File: src/inc/ebio_map.svh
// Register map, reset values and field positions of the shared I/O ports.
// Assumes byte addresses on a 32-bit AXI4-Lite register bus, one word each.
`ifndef EBIO_MAP_SVH
`define EBIO_MAP_SVH

`define EBIO_OFS_PH_PINS 8'h00
`define EBIO_OFS_PH_LAT 8'h04
`define EBIO_OFS_PH_DIR 8'h08
`define EBIO_OFS_PJ_PINS 8'h0c
`define EBIO_OFS_PJ_LAT 8'h10
`define EBIO_OFS_PJ_DIR 8'h14
`define EBIO_OFS_EBC 8'h18
`define EBIO_OFS_ANA 8'h1c
`define EBIO_OFS_OPT 8'h20
`define EBIO_ADDR_WORD 8'hfc

`define EBIO_DIR_RST 8'hff
`define EBIO_LAT_RST 8'h00
`define EBIO_EBC_RST 8'h00
`define EBIO_EBC_WMASK 8'hb3
`define EBIO_EBC_DIS 7
`define EBIO_EBC_WAIT_HI 5
`define EBIO_EBC_WAIT_LO 4
`define EBIO_EBC_WM_HI 1
`define EBIO_EBC_WM_LO 0
`define EBIO_ANA_RST 4'hf
`define EBIO_OPT_RST 1'b0
`define EBIO_OPT_REMAP 0

`define EBIO_PJ_BUS_PINS 8'hdf
`define EBIO_PH_BUS_PINS 8'h0f

`define EBIO_RESP_OKAY 2'b00
`define EBIO_RESP_SLVERR 2'b10

`endif

File: src/inc/ebio_pkg.sv
// Types shared by the shared I/O port design.
// Assumes nothing of its surroundings.
package ebio_pkg;

	typedef enum logic [3:0] {
		ws_idle = 4'h1,
		ws_got_a = 4'h2,
		ws_got_w = 4'h4,
		ws_resp = 4'h8
	} ebio_wst_t;

	typedef enum logic [1:0] {
		rs_idle = 2'h1,
		rs_data = 2'h2
	} ebio_rst_t;

endpackage

File: src/core/ebio_pin_sample.sv
// Sampling of one port's pin levels for the pin register read path.
// Assumes pins are synchronous to clock_in.
module ebio_pin_sample (
	input wire logic clock_in,
	input wire logic nrst_in,
	input wire logic clk_en_in,
	input wire logic [7:0] pin_in,
	input wire logic [7:0] dig_in,
	output logic [7:0] pins_out
);

	logic [7:0] pins_d;

	// Pins given to the analog side read as zero
	assign pins_d = pin_in & dig_in;

	always_ff @(posedge clock_in or negedge nrst_in) begin
		if (!nrst_in) begin
			pins_out <= 8'h00;
		end else if (clk_en_in) begin
			pins_out <= pins_d;
		end
	end

endmodule

File: src/core/ebio_port.sv
// Pin driver of one byte-wide port: direction, output value, enable.
// Assumes the caller has resolved bus and peripheral ownership per pin.
module ebio_port (
	input wire logic clock_in,
	input wire logic nrst_in,
	input wire logic clk_en_in,
	input wire logic [7:0] dir_in,
	input wire logic [7:0] lat_in,
	input wire logic [7:0] drv_en_in,
	input wire logic [7:0] drv_val_in,
	input wire logic [7:0] hiz_in,
	output logic [7:0] pin_out,
	output logic [7:0] pin_oe_out
);

	logic [7:0] oe_d;
	logic [7:0] val_d;

	genvar i;
	generate
		for (i = 0; i < 8; i++) begin : g_bit
			// Forced drive beats forced input, which beats the direction bit
			assign oe_d[i] = drv_en_in[i] | (~hiz_in[i] & ~dir_in[i]);
			assign val_d[i] = drv_en_in[i] ? drv_val_in[i] : lat_in[i];
		end
	endgenerate

	// Reset leaves every driver off so all pins start as inputs
	always_ff @(posedge clock_in or negedge nrst_in) begin
		if (!nrst_in) begin
			pin_oe_out <= 8'h00;
			pin_out <= 8'h00;
		end else if (clk_en_in) begin
			pin_oe_out <= oe_d;
			pin_out <= val_d;
		end
	end

endmodule

File: src/core/ebio_top.sv
// Two byte-wide I/O ports sharing pins with the external memory bus,
// reached over AXI4-Lite. Assumes pins and bus strobes are synchronous
// to clock_in and that the bus master keeps one write and one read open.
//
// The implementer's own choices: the register addresses and the AXI4-Lite register port.
module ebio_top (
	input wire logic clock_in,
	input wire logic nrst_in,
	input wire logic clk_en_in,
	input wire logic [7:0] s_axi_awaddr_in,
	input wire logic s_axi_awvalid_in,
	output logic s_axi_awready_out,
	input wire logic [31:0] s_axi_wdata_in,
	input wire logic [3:0] s_axi_wstrb_in,
	input wire logic s_axi_wvalid_in,
	output logic s_axi_wready_out,
	output logic [1:0] s_axi_bresp_out,
	output logic s_axi_bvalid_out,
	input wire logic s_axi_bready_in,
	input wire logic [7:0] s_axi_araddr_in,
	input wire logic s_axi_arvalid_in,
	output logic s_axi_arready_out,
	output logic [31:0] s_axi_rdata_out,
	output logic [1:0] s_axi_rresp_out,
	output logic s_axi_rvalid_out,
	input wire logic s_axi_rready_in,
	input wire logic [3:0] mem_addr_hi_in,
	input wire logic mem_addr_latch_in,
	input wire logic mem_out_enable_in,
	input wire logic write_low_strobe_in,
	input wire logic write_high_strobe_in,
	input wire logic byte_address_bit_in,
	input wire logic lower_byte_select_in,
	input wire logic upper_byte_select_in,
	input wire logic [3:0] pwm_h_en_in,
	input wire logic [3:0] pwm_h_val_in,
	input wire logic [7:0] ph_ovr_out_en_in,
	input wire logic [7:0] ph_ovr_out_val_in,
	input wire logic [7:0] ph_ovr_in_en_in,
	input wire logic [7:0] pj_ovr_out_en_in,
	input wire logic [7:0] pj_ovr_out_val_in,
	input wire logic [7:0] pj_ovr_in_en_in,
	input wire logic psp_mode_in,
	input wire logic [7:0] ph_pin_in,
	output logic [7:0] ph_pin_out,
	output logic [7:0] ph_pin_oe_out,
	input wire logic [7:0] pj_pin_in,
	output logic [7:0] pj_pin_out,
	output logic [7:0] pj_pin_oe_out,
	output logic ph_lo_ttl_out,
	output logic [3:0] analog_sel_out,
	output logic ext_bus_en_out,
	output logic [1:0] bus_write_style_out,
	output logic [1:0] bus_wait_out,
	output logic pwm_pin_remap_out
);

`include "ebio_map.svh"

	ebio_pkg::ebio_wst_t ws_q;
	ebio_pkg::ebio_wst_t ws_d;
	ebio_pkg::ebio_rst_t rs_q;
	ebio_pkg::ebio_rst_t rs_d;

	logic awready_q;
	logic wready_q;
	logic bvalid_q;
	logic [1:0] bresp_q;
	logic arready_q;
	logic rvalid_q;
	logic [1:0] rresp_q;
	logic [31:0] rdata_q;
	logic [7:0] aw_addr_q;
	logic [7:0] w_data_q;
	logic w_strb_q;

	logic [7:0] ph_dir_q;
	logic [7:0] ph_lat_q;
	logic [7:0] pj_dir_q;
	logic [7:0] pj_lat_q;
	logic [7:0] ebc_q;
	logic [3:0] ana_q;
	logic remap_q;
	logic ttl_q;
	logic [7:0] ph_pins;
	logic [7:0] pj_pins;

	// Write channel handshakes and the merged write request
	wire aw_take = s_axi_awvalid_in & awready_q;
	wire w_take = s_axi_wvalid_in & wready_q;
	wire wr_fire = (ws_d == ebio_pkg::ws_resp) && (ws_q != ebio_pkg::ws_resp);
	wire [7:0] wr_addr = (ws_q == ebio_pkg::ws_got_a) ? aw_addr_q : s_axi_awaddr_in;
	wire [7:0] wr_data = (ws_q == ebio_pkg::ws_got_w) ? w_data_q : s_axi_wdata_in[7:0];
	wire wr_strb = (ws_q == ebio_pkg::ws_got_w) ? w_strb_q : s_axi_wstrb_in[0];
	wire [7:0] wr_word = wr_addr & `EBIO_ADDR_WORD;
	// Registers are one byte wide, so only lane 0 carries data
	wire wr_be = wr_fire & wr_strb;

	wire wr_ph_pins = wr_word == `EBIO_OFS_PH_PINS;
	wire wr_ph_lat = wr_word == `EBIO_OFS_PH_LAT;
	wire wr_ph_dir = wr_word == `EBIO_OFS_PH_DIR;
	wire wr_pj_pins = wr_word == `EBIO_OFS_PJ_PINS;
	wire wr_pj_lat = wr_word == `EBIO_OFS_PJ_LAT;
	wire wr_pj_dir = wr_word == `EBIO_OFS_PJ_DIR;
	wire wr_ebc = wr_word == `EBIO_OFS_EBC;
	wire wr_ana = wr_word == `EBIO_OFS_ANA;
	wire wr_opt = wr_word == `EBIO_OFS_OPT;
	wire wr_hit = wr_ph_pins | wr_ph_lat | wr_ph_dir | wr_pj_pins | wr_pj_lat |
		wr_pj_dir | wr_ebc | wr_ana | wr_opt;

	// A pin register write lands in the latch, never on the pins directly
	wire ld_ph_lat = wr_be & (wr_ph_lat | wr_ph_pins);
	wire ld_pj_lat = wr_be & (wr_pj_lat | wr_pj_pins);
	wire ld_ph_dir = wr_be & wr_ph_dir;
	wire ld_pj_dir = wr_be & wr_pj_dir;
	wire ld_ebc = wr_be & wr_ebc;
	wire ld_ana = wr_be & wr_ana;
	wire ld_opt = wr_be & wr_opt;

	// Read decode
	wire ar_take = s_axi_arvalid_in & arready_q;
	wire [7:0] rd_word = s_axi_araddr_in & `EBIO_ADDR_WORD;
	wire [7:0] rd_byte =
		(rd_word == `EBIO_OFS_PH_PINS) ? ph_pins :
		(rd_word == `EBIO_OFS_PH_LAT) ? ph_lat_q :
		(rd_word == `EBIO_OFS_PH_DIR) ? ph_dir_q :
		(rd_word == `EBIO_OFS_PJ_PINS) ? pj_pins :
		(rd_word == `EBIO_OFS_PJ_LAT) ? pj_lat_q :
		(rd_word == `EBIO_OFS_PJ_DIR) ? pj_dir_q :
		(rd_word == `EBIO_OFS_EBC) ? ebc_q :
		(rd_word == `EBIO_OFS_ANA) ? {4'h0, ana_q} :
		(rd_word == `EBIO_OFS_OPT) ? {7'h00, remap_q} : 8'h00;
	wire rd_hit = (rd_word == `EBIO_OFS_PH_PINS) | (rd_word == `EBIO_OFS_PH_LAT) |
		(rd_word == `EBIO_OFS_PH_DIR) | (rd_word == `EBIO_OFS_PJ_PINS) |
		(rd_word == `EBIO_OFS_PJ_LAT) | (rd_word == `EBIO_OFS_PJ_DIR) |
		(rd_word == `EBIO_OFS_EBC) | (rd_word == `EBIO_OFS_ANA) |
		(rd_word == `EBIO_OFS_OPT);

	// Pin ownership
	wire bus_en = ~ebc_q[`EBIO_EBC_DIS];
	wire [7:0] pj_bus_vec = bus_en ? `EBIO_PJ_BUS_PINS : 8'h00;
	wire [7:0] pj_bus_val = {upper_byte_select_in, lower_byte_select_in, 1'b0,
		byte_address_bit_in, write_high_strobe_in, write_low_strobe_in,
		mem_out_enable_in, mem_addr_latch_in};
	// Overrides apply only to pins the bus does not own
	wire [7:0] pj_drv_en = pj_bus_vec | pj_ovr_out_en_in;
	wire [7:0] pj_drv_val = (pj_bus_vec & pj_bus_val) | (~pj_bus_vec & pj_ovr_out_val_in);
	wire [7:0] pj_hiz = ~pj_bus_vec & pj_ovr_in_en_in;

	wire [7:0] ph_bus_vec = bus_en ? `EBIO_PH_BUS_PINS : 8'h00;
	wire [3:0] pwm_en = remap_q ? 4'h0 : pwm_h_en_in;
	wire [7:0] ph_fn_vec = ph_bus_vec | {pwm_en, 4'h0};
	wire [7:0] ph_fn_val = {pwm_h_val_in, mem_addr_hi_in};
	wire [7:0] ph_ana_vec = {ana_q, 4'h0};
	// An analog pin keeps its driver off unless the bus or a PWM owns it
	wire [7:0] ph_drv_en = ph_fn_vec | (ph_ovr_out_en_in & ~ph_ana_vec);
	wire [7:0] ph_drv_val = (ph_fn_vec & ph_fn_val) | (~ph_fn_vec & ph_ovr_out_val_in);
	wire [7:0] ph_hiz = ~ph_fn_vec & (ph_ovr_in_en_in | ph_ana_vec);
	wire ttl_d = bus_en | psp_mode_in;

	// Write channel state
	always_comb begin
		ws_d = ws_q;
		unique case (ws_q)
			ebio_pkg::ws_idle: begin
				if (aw_take && w_take) begin
					ws_d = ebio_pkg::ws_resp;
				end else if (aw_take) begin
					ws_d = ebio_pkg::ws_got_a;
				end else if (w_take) begin
					ws_d = ebio_pkg::ws_got_w;
				end
			end
			ebio_pkg::ws_got_a: begin
				if (w_take) begin
					ws_d = ebio_pkg::ws_resp;
				end
			end
			ebio_pkg::ws_got_w: begin
				if (aw_take) begin
					ws_d = ebio_pkg::ws_resp;
				end
			end
			ebio_pkg::ws_resp: begin
				if (s_axi_bready_in) begin
					ws_d = ebio_pkg::ws_idle;
				end
			end
		endcase
	end

	// Read channel state
	always_comb begin
		rs_d = rs_q;
		unique case (rs_q)
			ebio_pkg::rs_idle: begin
				if (ar_take) begin
					rs_d = ebio_pkg::rs_data;
				end
			end
			ebio_pkg::rs_data: begin
				if (s_axi_rready_in) begin
					rs_d = ebio_pkg::rs_idle;
				end
			end
		endcase
	end

	// Ready flags come from flops; they drop once each channel is taken
	always_ff @(posedge clock_in or negedge nrst_in) begin
		if (!nrst_in) begin
			ws_q <= ebio_pkg::ws_idle;
			awready_q <= 1'b0;
			wready_q <= 1'b0;
			bvalid_q <= 1'b0;
			bresp_q <= `EBIO_RESP_OKAY;
		end else if (clk_en_in) begin
			ws_q <= ws_d;
			awready_q <= (ws_d == ebio_pkg::ws_idle) || (ws_d == ebio_pkg::ws_got_w);
			wready_q <= (ws_d == ebio_pkg::ws_idle) || (ws_d == ebio_pkg::ws_got_a);
			bvalid_q <= ws_d == ebio_pkg::ws_resp;
			if (wr_fire) begin
				bresp_q <= wr_hit ? `EBIO_RESP_OKAY : `EBIO_RESP_SLVERR;
			end
		end
	end

	always_ff @(posedge clock_in or negedge nrst_in) begin
		if (!nrst_in) begin
			aw_addr_q <= 8'h00;
			w_data_q <= 8'h00;
			w_strb_q <= 1'b0;
		end else if (clk_en_in) begin
			if (aw_take) begin
				aw_addr_q <= s_axi_awaddr_in;
			end
			if (w_take) begin
				w_data_q <= s_axi_wdata_in[7:0];
				w_strb_q <= s_axi_wstrb_in[0];
			end
		end
	end

	always_ff @(posedge clock_in or negedge nrst_in) begin
		if (!nrst_in) begin
			rs_q <= ebio_pkg::rs_idle;
			arready_q <= 1'b0;
			rvalid_q <= 1'b0;
			rresp_q <= `EBIO_RESP_OKAY;
			rdata_q <= 32'h0000_0000;
		end else if (clk_en_in) begin
			rs_q <= rs_d;
			arready_q <= rs_d == ebio_pkg::rs_idle;
			rvalid_q <= rs_d == ebio_pkg::rs_data;
			if (ar_take) begin
				rdata_q <= {24'h00_0000, rd_byte};
				rresp_q <= rd_hit ? `EBIO_RESP_OKAY : `EBIO_RESP_SLVERR;
			end
		end
	end

	// Direction registers hold only what software wrote
	always_ff @(posedge clock_in or negedge nrst_in) begin
		if (!nrst_in) begin
			ph_dir_q <= `EBIO_DIR_RST;
			pj_dir_q <= `EBIO_DIR_RST;
			ph_lat_q <= `EBIO_LAT_RST;
			pj_lat_q <= `EBIO_LAT_RST;
		end else if (clk_en_in) begin
			if (ld_ph_dir) begin
				ph_dir_q <= wr_data;
			end
			if (ld_pj_dir) begin
				pj_dir_q <= wr_data;
			end
			if (ld_ph_lat) begin
				ph_lat_q <= wr_data;
			end
			if (ld_pj_lat) begin
				pj_lat_q <= wr_data;
			end
		end
	end

	always_ff @(posedge clock_in or negedge nrst_in) begin
		if (!nrst_in) begin
			ebc_q <= `EBIO_EBC_RST;
			ana_q <= `EBIO_ANA_RST;
			remap_q <= `EBIO_OPT_RST;
			ttl_q <= 1'b1;
		end else if (clk_en_in) begin
			if (ld_ebc) begin
				ebc_q <= wr_data & `EBIO_EBC_WMASK;
			end
			if (ld_ana) begin
				ana_q <= wr_data[3:0];
			end
			if (ld_opt) begin
				remap_q <= wr_data[`EBIO_OPT_REMAP];
			end
			ttl_q <= ttl_d;
		end
	end

	ebio_port u_port_h (
		.clock_in(clock_in),
		.nrst_in(nrst_in),
		.clk_en_in(clk_en_in),
		.dir_in(ph_dir_q),
		.lat_in(ph_lat_q),
		.drv_en_in(ph_drv_en),
		.drv_val_in(ph_drv_val),
		.hiz_in(ph_hiz),
		.pin_out(ph_pin_out),
		.pin_oe_out(ph_pin_oe_out)
	);

	ebio_port u_port_j (
		.clock_in(clock_in),
		.nrst_in(nrst_in),
		.clk_en_in(clk_en_in),
		.dir_in(pj_dir_q),
		.lat_in(pj_lat_q),
		.drv_en_in(pj_drv_en),
		.drv_val_in(pj_drv_val),
		.hiz_in(pj_hiz),
		.pin_out(pj_pin_out),
		.pin_oe_out(pj_pin_oe_out)
	);

	ebio_pin_sample u_samp_h (
		.clock_in(clock_in),
		.nrst_in(nrst_in),
		.clk_en_in(clk_en_in),
		.pin_in(ph_pin_in),
		.dig_in(~ph_ana_vec),
		.pins_out(ph_pins)
	);

	ebio_pin_sample u_samp_j (
		.clock_in(clock_in),
		.nrst_in(nrst_in),
		.clk_en_in(clk_en_in),
		.pin_in(pj_pin_in),
		.dig_in(8'hff),
		.pins_out(pj_pins)
	);

	assign s_axi_awready_out = awready_q;
	assign s_axi_wready_out = wready_q;
	assign s_axi_bvalid_out = bvalid_q;
	assign s_axi_bresp_out = bresp_q;
	assign s_axi_arready_out = arready_q;
	assign s_axi_rvalid_out = rvalid_q;
	assign s_axi_rresp_out = rresp_q;
	assign s_axi_rdata_out = rdata_q;
	assign ph_lo_ttl_out = ttl_q;
	assign analog_sel_out = ana_q;
	assign ext_bus_en_out = ~ebc_q[`EBIO_EBC_DIS];
	assign bus_write_style_out = ebc_q[`EBIO_EBC_WM_HI:`EBIO_EBC_WM_LO];
	assign bus_wait_out = ebc_q[`EBIO_EBC_WAIT_HI:`EBIO_EBC_WAIT_LO];
	assign pwm_pin_remap_out = remap_q;

endmodule

File: config.mk
export PLATFORM = sky130hd
export DESIGN_NAME = ebio_top
export DESIGN_NICKNAME = d
export VERILOG_FILES = /design/src/inc/ebio_pkg.sv /design/src/core/ebio_pin_sample.sv /design/src/core/ebio_port.sv /design/src/core/ebio_top.sv
export VERILOG_INCLUDE_DIRS = /design/src /design/src/inc
export SDC_FILE = /design/constraint.sdc
export NUM_CORES = 1
export LEC_CHECK = 0
export ABC_AREA = 0
export BUFFER_PORTS_ARGS = -buffer_cell sky130_fd_sc_hd__buf_2
export CORE_ASPECT_RATIO = 0.6
export CORE_UTILIZATION = 51
export CTS_CLUSTER_DIAMETER = 50
export DETAILED_ROUTE_END_ITERATION = 6
export GPL_TIMING_DRIVEN = 0
export PLACE_DENSITY = 0.81
export SLEW_MARGIN = 20
export SYNTH_ARGS = -nofsm -noshare
export SYNTH_HDL_FRONTEND = slang
export SYNTH_SLANG_ARGS = --single-unit
File: constraint.sdc
create_clock -name clock_in -period 3.2 [get_ports clock_in]
set_input_delay 0.16 -clock clock_in [delete_from_list [all_inputs] [get_ports clock_in]]
set_output_delay 0.16 -clock clock_in [all_outputs]
set_load 0.005 [all_outputs]
==> results.ini, run 1 <==
[critical_path]
critPathArrivalTime_ns = 3.11
critical_path_class = flop to flop
required_ns = 3.49
endpoint_kind = flop
r2r_slack_ns = 0.38
crit_path_max_incr_delay_ns = 0.70
critPathSlowestCell = nor4_4
start_kind = flop
crit_fanout = 10
cp_cell_sequence = buf_2 > or4b_1 > nor2_1 > a211oi_2 > buf_6 > nor4_4 > mux2_2

[sta]
hold_slack_ns = 0.005412
tns_ns = 0
finalCritPeriodShare = 0.8802
setup_viol = 0
rsz0062_at_grt = no
tightestPinTransition_ns = 0.8707
skew_ns = 0.008037
maxSlewHeadroom = 0.4195
fmaxAchievable_ghz = 0.3550
fin_crit_ns = 2.817
final_max_slew_viol_count = 0
hold_viol_final = 0

[clocking]
cts-buffers-inserted = 17
tritoncts = yes
clk_latency_ns = 0.41
cts_num_sinks = 127
cts_root_buffer = clkbuf_16
clk_pin_slew_ns = 0.06
postCtsResizedCells = 0
h-tree-depth = 4
clk_path_buf_depth = 2

[pwr]
p_leak_nw = 4.014
p_clk_frac = 0.355
power.net_switching_w = 0.001697
seq_power_share = 0.388
ir_drop_mv = 0.4357
p_sw_frac = 0.3131
p_int_w = 0.003722
pwr-share-comb = 0.257
power.density_nw_per_um2 = 625.8
power_w = 0.005419

[layout]
num-nets-final = 978
syn_to_final_growth_pct = 28.52
drive_gt1_frac = 0.4416

[die]
start_util = 0.5242
coreArea_um2 = 12850
die_area_um2 = 13690
io_pins = 228
num_rows = 32
die_y_um = 91.03
die_w_um = 150.4

[synthesis]
ys_types = 62
syn_area_um2 = 6738
synth_edf_count = 0
yosys_warnings = 0
syn_inst = 606
ys_seq_area_frac = 0.4760
ys_ff_latch = 127
synthFlopType = dfrtp_1
avgSynthCellArea_um2 = 11.12
synth-async-reset-ratio = 1.000

[place]
portBuffers = 168
place.gp.congestion = 0.9222
dp_hpwl_mm = 14.27

[routing]
drcViolationCount = 0
wl_per_cell_um = 19.14
via_count = 5765
drt_first_pass_iters = 5
via_per_inst = 5.663
ant_nets = 0
totalWireLength_mm = 19.49
drt_iter0_markers = 394

[min_path]
hp-class = input port to flop

[global_routing]
grtUsageTotal = 0.2949
grt_pass1_vias = 5417
antenna_found_initial = 0
grt_max_degree = 74
grt_overflow = 0
grt_first_pass_wirelength_mm = 29.96

[run_status]
status = complete, no violations

[flow_run]
maxCapViolCount = 0

[cell usage after synthesis (4+ instances only)]
master	instances	area, um^2
nor4_4	6	127.6
dfstp_2	23	604.3
nand2_1	31	116.4
mux2i_1	23	230.2
o32a_1	11	110.1
nor2b_1	11	68.82
nor2_1	71	266.5
a2111oi_0	5	43.79
a22o_1	6	52.55
dfrtp_1	104	2603
inv_1	17	63.81
or3_1	4	25.02
buf_4	31	232.7
nand4_1	4	25.02
o31ai_1	5	37.54
a221oi_1	4	35.03
o22ai_1	4	25.02
clkbuf_1	19	71.32
nor3_1	12	60.06
mux2_2	100	1126
buf_1	4	15.01
a21oi_1	26	130.1
nand2b_1	7	43.79
o21ai_0	22	110.1
nand3b_1	4	30.03
nand3_1	4	20.02
[layout by cell type (no fill, tap or decap), types with 7 or more instances in the layout]
cell type / instances
buf_2: 170
dfrtp_1: 104
mux2_2: 100
nor2_1: 71
nand2_1: 31
buf_4: 31
a21oi_1: 26
conb_1: 26
mux2i_1: 23
dfstp_2: 23
o21ai_0: 22
clkbuf_1: 20
inv_1: 17
clkbuf_16: 17
dlygate4sd3_1: 15
nor3_1: 12
nor2b_1: 11
o32a_1: 11
nand2b_1: 7
[flip-flops by register name (all words and copies together) (netlist names), 2 cells and up]
register,cells
u_samp_h.pins_out,8
pj_dir_q,8
ebc_q,5
ws_q,4
u_port_j.pin_out,8
u_port_h.pin_out,8
u_samp_j.pins_out,8
rs_q,2
pj_lat_q,8
w_data_q,8
ph_lat_q,8
analog_sel_out,4
ph_dir_q,8
u_port_h.pin_oe_out,8
s_axi_rdata_out,8
u_port_j.pin_oe_out,8
aw_addr_q,6
[cell families after synthesis]
| kind of cell | synth area share |
|---|---|
| AND/OR/NAND/NOR | 0.1365 |
| AO/OA/AOI/OAI | 0.1047 |
| XOR/XNOR | 0.005201 |
| buffers and inverters | 0.06239 |
| multiplexers | 0.2147 |
| flip-flops | 0.4760 |
| other | 0.0005566 |
[cell type report]
cell class / instances / area (um^2)
multi-input cells: 428 / 3204
flip-flops and latches: 127 / 3207
well taps: 170 / 212.7
repair buffers: 184 / 1028
inverters: 17 / 63.81
clock buffers: 21 / 470.5
plain buffers: 59 / 356.6
clock inverters: 11 / 113.9
diodes: 1 / 2.502
fillers: 1006 / 4193
[power by group through the flow]
stage                     registers [W]  logic, W  clock network (W)
after floorplan                 0.00206  0.000945                  0
after global placement          0.00211   0.00132                  0
after detailed placement        0.00212   0.00135                  0
after CTS                       0.00210   0.00138            0.00194
after global routing            0.00213   0.00151            0.00202
final                           0.00210   0.00139            0.00192
[final timing paths]
kind                              startpoint       endpoint  depth (start not counted)
max                                  ws_q[0]    ph_lat_q[6]                          7
min                        s_axi_wdata_in[2]    w_data_q[2]                          2
max reg2reg                          ws_q[0]    ph_lat_q[6]                          7
min reg2reg                    ph_lo_ttl_out  ph_lo_ttl_out                          2
max in group asynchronous            nrst_in    ph_dir_q[6]                          3
min in group asynchronous            nrst_in        ws_q[1]                          2
[critical path, delay by kind of cell (launching register included)]
| family | cells | cell delay (ns) |
|---|---|---|
| flip-flops | 1 | 0.36 |
| multiplexers | 1 | 0.41 |
| buffers and inverters | 2 | 0.37 |
| AND/OR/NAND/NOR | 3 | 1.43 |
| AO/OA/AOI/OAI | 1 | 0.11 |
[metrics by stage]
step	utilization	cells	instance area [um^2]	setup WS [ns]
after floorplan	-	631	6832	0.7992
after global placement	0.6135	969	7885	0.3186
after detailed placement	0.6164	970	7923	0.4250
after CTS	0.6736	1017	8657	0.4014
after global routing	0.6736	1017	8657	0.2441
final	0.6738	1018	8660	0.3835
[repair_timing]
item                       in CTS  in global routing
hold endpoints to repair       60                  0
hold buffers                   15                  0
setup endpoints to repair       0                  0
buffers inserted                0                  0
[metal layers]
metal	up-vias	global-route usage	wire, um
met5	-	0	0
met4	0	0.05303	218
met3	27	0.09397	2009
met2	323	0.4336	8204
met1	2811	0.4273	9054
li1	2604	-	-
No activity file was read; power rests on OpenSTA's default activity.
==> run 2: changes to the inputs <==
--- a/config.mk
+++ b/config.mk
@@ -8,7 +8,7 @@
 export LEC_CHECK = 0
 export ABC_AREA = 0
 export BUFFER_PORTS_ARGS = -buffer_cell sky130_fd_sc_hd__buf_2
-export CORE_ASPECT_RATIO = 0.6
+export CORE_ASPECT_RATIO = 0.7
 export CORE_UTILIZATION = 51
 export CTS_CLUSTER_DIAMETER = 50
 export DETAILED_ROUTE_END_ITERATION = 6
==> run 2 against run 1 <==
Compared with the run above:
- clock power is 12% higher
- highest routed layer unchanged
- power is 4.7% higher
- worst hold slack worse by 0.0041 ns
- sequential power hardly changed
- cell area is 0.74% higher
- global-route usage is 0.38 points higher
- critical path depth stayed put
- setup slack worse by 0.090 ns
- largest cell class unchanged
- largest power group is now the clock network
==> results.ini, run 2 (synthesis gave the netlist of run 1 again) <==
[routing]
totalWireLength_mm = 19.91
via_per_inst = 5.738
wl_per_cell_um = 19.73
drt_iter0_markers = 423
drt_first_pass_iters = 4
ant_nets = 0
drcViolationCount = 0
via_count = 5790

[pwr]
p_sw_frac = 0.3039
p_int_w = 0.003948
power.net_switching_w = 0.001724
p_clk_frac = 0.381
pwr-share-comb = 0.248
seq_power_share = 0.372
power.density_nw_per_um2 = 650.1
p_leak_nw = 4.048
ir_drop_mv = 0.4191
power_w = 0.005671

[layout]
fin_area_um2 = 8723
layout.cells.most_common = buf_2
fillers = 966
diodes = 0
num-nets-final = 978
mostFrequentLayoutCells = 170 x buf_2, 104 x dfrtp_1, 100 x mux2_2
drive_gt1_frac = 0.4427
syn_to_final_growth_pct = 29.47
fin_util = 0.6904

[die]
die_area_um2 = 13680
num_rows = 34
die_w_um = 139.4
start_util = 0.5333
io_pins = 228
die_y_um = 98.17
coreArea_um2 = 12630

[critical_path]
critPathArrivalTime_ns = 3.20
critPathBufInv = 2
critPathTopFamily = simple AND/OR/NAND/NOR gates
critPathSlowestCell = nor4_4
crit_fanout = 10
required_ns = 3.49
endpoint_kind = flop
crit_path_max_incr_delay_ns = 0.75
start_kind = flop
cp_cell_sequence = buf_2 > or4b_1 > nor2_1 > a211oi_2 > buf_6 > nor4_4 > mux2_2
critical_path_class = flop to flop

[sta]
finalCritPeriodShare = 0.9084
setup_viol = 0
tightestPinTransition_ns = 0.8168
hold_viol_final = 0
skew_ns = 0.006585
fmaxAchievable_ghz = 0.3440
final_max_slew_viol_count = 0
maxSlewHeadroom = 0.4514
tns_ns = 0
fin_crit_ns = 2.907
rsz0062_at_grt = no

[clocking]
cts_root_buffer = clkbuf_16
tritoncts = yes
clk_latency_ns = 0.41
h-tree-depth = 4
clk_pin_slew_ns = 0.06
cts-buffers-inserted = 17
cts_num_sinks = 127
clk_path_buf_depth = 2

[flow_run]
maxCapViolCount = 0

[global_routing]
met1_usage = 0.4136
grt_pass1_vias = 5716
met2_usage = 0.4751
antenna_found_initial = 0
top_usage_layer = met2
grt_first_pass_wirelength_mm = 30.82
grt_overflow = 0
grt_max_degree = 87
met3_usage = 0.06915
grtUsageTotal = 0.2988

[place]
place.gp.congestion = 0.8795
dp_hpwl_mm = 14.85
portBuffers = 168
place_area_um2 = 7909

[run_status]
status = complete, no violations

[min_path]
hp-class = input port to flop

run 2: power groups by stage:
stage	combinational, W	clock, W	sequential [W]
after floorplan	0.000945	0	0.00206
after global placement	0.00131	0	0.00210
after detailed placement	0.00136	0	0.00212
after CTS	0.00139	0.00217	0.00210
after global routing	0.00152	0.00224	0.00214
final	0.00140	0.00216	0.00211
run 2: what timing repair did:
action                                  4_1_cts  5_1_grt
resized for setup                             0        0
setup buffers                                 0        0
hold buffers                                 14        1
endpoints found under the setup margin        0        0
endpoints found under the hold margin        54        1
run 2: per-layer routing:
metal / wire length (um) / part of all wire / up-vias
met4: 256 / 0.013 / 0
met1: 9022 / 0.45 / 2877
met2: 9080 / 0.46 / 283
met5: 0 / 0 / -
met3: 1550 / 0.078 / 26
li1: - / - / 2604
run 2: final cells by class:
cell class	instances	area [um^2]	share of cell area
flip-flops and latches	127	3207	0.3676
well taps	162	202.7	0.02324
inverters	17	63.81	0.007315
clock buffers	19	452.9	0.05192
plain buffers	59	356.6	0.04088
clock inverters	13	211.5	0.02424
repair buffers	184	1025	0.1175
multi-input cells	428	3204	0.3673
run 2: stage by stage:
stage / instances / setup WS, ns / hold slack [ns]
detailed placement: 962 / 0.3552 / 0.1147
CTS: 1008 / 0.3371 / 0.002122
global route: 1009 / 0.2044 / 0.002726
finish: 1009 / 0.2930 / 0.001342
global placement: 961 / 0.4007 / 0.3886
floorplan: 631 / 0.7992 / -0.1356
run 2: final timing paths:
check	startpoint	endpoint	slack [ns]	depth (start not counted)
min in group asynchronous	nrst_in	u_port_h.pin_oe_out[7]	0.24	2
worst max-delay path	ws_q[0]	ph_lat_q[4]	0.29	7
worst min register to register	ph_lo_ttl_out	ph_lo_ttl_out	0.47	2
max in group asynchronous	nrst_in	pj_dir_q[3]	2.14	3
worst min-delay path	s_axi_wdata_in[0]	w_data_q[0]	0.001	2
worst max register to register	ws_q[0]	ph_lat_q[4]	0.29	7
==> run 3: changes to the inputs <==
--- a/config.mk
+++ b/config.mk
@@ -6,7 +6,7 @@
 export SDC_FILE = /design/constraint.sdc
 export NUM_CORES = 1
 export LEC_CHECK = 0
-export ABC_AREA = 0
+export ABC_AREA = 1
 export BUFFER_PORTS_ARGS = -buffer_cell sky130_fd_sc_hd__buf_2
 export CORE_ASPECT_RATIO = 0.7
 export CORE_UTILIZATION = 51
==> run 3 against run 2 <==
Compared with the run above:
- cell count is 30% higher
- sequential power is 3% higher
- critical endpoint is now ebc_q[4]
- routed wire length is 7.5% higher
- critical path type unchanged
- synthesized cell count is 49% higher
- area after synthesis is 1.4% higher
- register-to-register slack better by 0.58 ns
- first-iteration DRC count is 76% higher
- power is 3.2% higher
- flip-flop and latch count stayed put
==> results.ini, run 3 <==
[sta]
final_max_slew_viol_count = 0
maxSlewHeadroom = 0.3499
tns_ns = 0
fin_crit_ns = 2.324
hold_viol_final = 0
skew_ns = 0.007789
setup_viol = 0
rsz0062_at_grt = no
finalCritPeriodShare = 0.7262
fmaxAchievable_ghz = 0.4303
tightestPinTransition_ns = 0.9649

[routing]
ant_nets = 0
wl_per_cell_um = 16.33
via_per_inst = 5.344
drcViolationCount = 0
via_count = 7006
totalWireLength_mm = 21.41
drt_first_pass_iters = 5
drt_iter0_markers = 745

[clocking]
clk_pin_slew_ns = 0.06
tritoncts = yes
cts-buffers-inserted = 17
cts_root_buffer = clkbuf_16
clk_path_buf_depth = 2
post_cts.repair.setup_buffers = 0
h-tree-depth = 4
cts_num_sinks = 127
clk_latency_ns = 0.42

[die]
num_rows = 34
start_util = 0.5373
die_y_um = 98.85
die_area_um2 = 13870
coreArea_um2 = 12720
die_w_um = 140.4
io_pins = 228

[place]
portBuffers = 170
place_area_um2 = 8015
place.gp.congestion = 0.9313
dp_hpwl_mm = 15.64

[synthesis]
synth_area_leaders = dfrtp_1 38%, nand2_1 15%, dfstp_2 8.8%
synth_largest_area_cell = dfrtp_1
synth-async-reset-ratio = 1.000
yosys_warnings = 0
synth.most_common_cell = nand2_1
synthFlopType = dfrtp_1
avgSynthCellArea_um2 = 7.585
ys_types = 40
syn_area_um2 = 6834
ys_ff_latch = 127
synthTopCellsByCount = 276 x nand2_1, 104 x dfrtp_1, 93 x nor2_1, 85 x inv_1, 59 x o21ai_0
ys_seq_area_frac = 0.4692
syn_inst = 901
synth_edf_count = 0
yosysTopAreaCellShare = 0.3808

[layout]
mostFrequentLayoutCells = 276 x nand2_1, 172 x buf_2, 104 x dfrtp_1
drive_gt1_frac = 0.2602
syn_to_final_growth_pct = 29.75
layout.cells.most_common = nand2_1
num-nets-final = 1281
diodes = 0
fillers = 1012
fin_area_um2 = 8867

[critical_path]
critical_path_class = flop to flop
start_kind = flop
critPathArrivalTime_ns = 2.62
crit_fanout = 10
endpoint_kind = flop
required_ns = 3.50

[global_routing]
grt_overflow = 0
grt_first_pass_wirelength_mm = 33.35
grtUsageTotal = 0.3160
grt_max_degree = 77
antenna_found_initial = 0
grt_pass1_vias = 6364

[flow_run]
maxCapViolCount = 0

[run_status]
status = complete, no violations

[pwr]
power.density_nw_per_um2 = 660.3
p_leak_nw = 4.669
ir_drop_mv = 0.4359

[min_path]
hp-class = input port to flop

[run 3: cell count changes after synthesis, sizes merged, moves of 7 or more]
cell	delta
nand4	+27
a21oi	+18
o32a	-11
nor2	+32
mux2i	-23
nor4	-7
nor2b	-11
nand3	+52
o21ai	+48
nand2	+249
inv	+71
a31oi	+14
mux2	-98
nand2b	-7
[run 3: power by group]
part | internal (W) | switching (W) | total (W)
Sequential | 0.00194 | 0.000237 | 0.00218
Clock | 0.00138 | 0.000737 | 0.00212
Combinational | 0.000559 | 0.000996 | 0.00156
[run 3: final cells by class]
cell class                      count  area (um^2)  area share
Timing Repair Buffer              192         1095      0.1235
Inverter                           91        341.6     0.03852
Buffer                             58        371.6     0.04191
Clock inverter                     13        212.7     0.02399
Tap cell                          162        202.7     0.02286
Clock buffer                       18        429.2     0.04840
Multi-Input combinational cell    650         3008      0.3392
Sequential cell                   127         3207      0.3616
[run 3: kinds of logic (layout without fill, tap and decap cells)]
kind of cell | count (synthesis) | after routing | synth area share
mux | 4 | 4 | 0.006591
other cells | 1 | 26 | 0.0005487
buf+inv | 149 | 372 | 0.1044
compound gates | 135 | 135 | 0.1080
flops | 127 | 127 | 0.4692
simple gates | 485 | 485 | 0.3112
[run 3: worst max-delay path, cell delays in order (launching register included)]
cell and delay (ns):
dfrtp_1 0.48, nor2_4 0.22, nand2_4 0.13, o21ai_2 0.27, nand2_1 0.17, nor3_2 0.36, nand4_1 0.37, nand2_1 0.14
nand2_1 0.06
[run 3: per-layer routing]
| metal | vias to the layer above | wire length (um) | GRT usage |
|---|---|---|---|
| met3 | 42 | 2271 | 0.07872 |
| met4 | 0 | 253 | 0.06002 |
| met5 | - | 0 | 0 |
| met1 | 3228 | 9515 | 0.4621 |
| li1 | 3338 | - | - |
| met2 | 398 | 9371 | 0.4773 |
[run 3: timing repair]
item,in CTS,in global routing
resized for setup,0,0
hold buffers,21,0
hold endpoints to repair,66,0
endpoints found under the setup margin,0,0
[run 3: worst paths after layout]
| kind | start | to | slack, ns | depth (start not counted) |
|---|---|---|---|---|
| setup / recovery | ws_q[2] | ebc_q[4] | 0.88 | 8 |
| hold / removal | s_axi_awaddr_in[3] | aw_addr_q[3] | 0.003 | 3 |
| setup reg to reg | ws_q[2] | ebc_q[4] | 0.88 | 8 |
| hold reg to reg | u_samp_j.pins_out[4] | u_samp_j.pins_out[4] | 0.48 | 2 |
| max in group asynchronous | nrst_in | ws_q[0] | 2.13 | 3 |
| min in group asynchronous | nrst_in | u_port_h.pin_out[5] | 0.26 | 2 |
[run 3: stage by stage]
stage / power (W) / cells / utilization / setup slack (ns) / hold WS, ns
after floorplan: 0.003160 / 926 / - / 1.376 / -0.1356
after global placement: 0.003644 / 1258 / 0.6275 / 0.3220 / 0.3695
after detailed placement: 0.003697 / 1259 / 0.6301 / 0.9642 / 0.1401
after CTS: 0.005833 / 1311 / 0.6971 / 0.9526 / 0.002895
after global routing: 0.006151 / 1311 / 0.6971 / 0.7444 / 0.01521
final: 0.005855 / 1311 / 0.6971 / 0.8760 / 0.003115
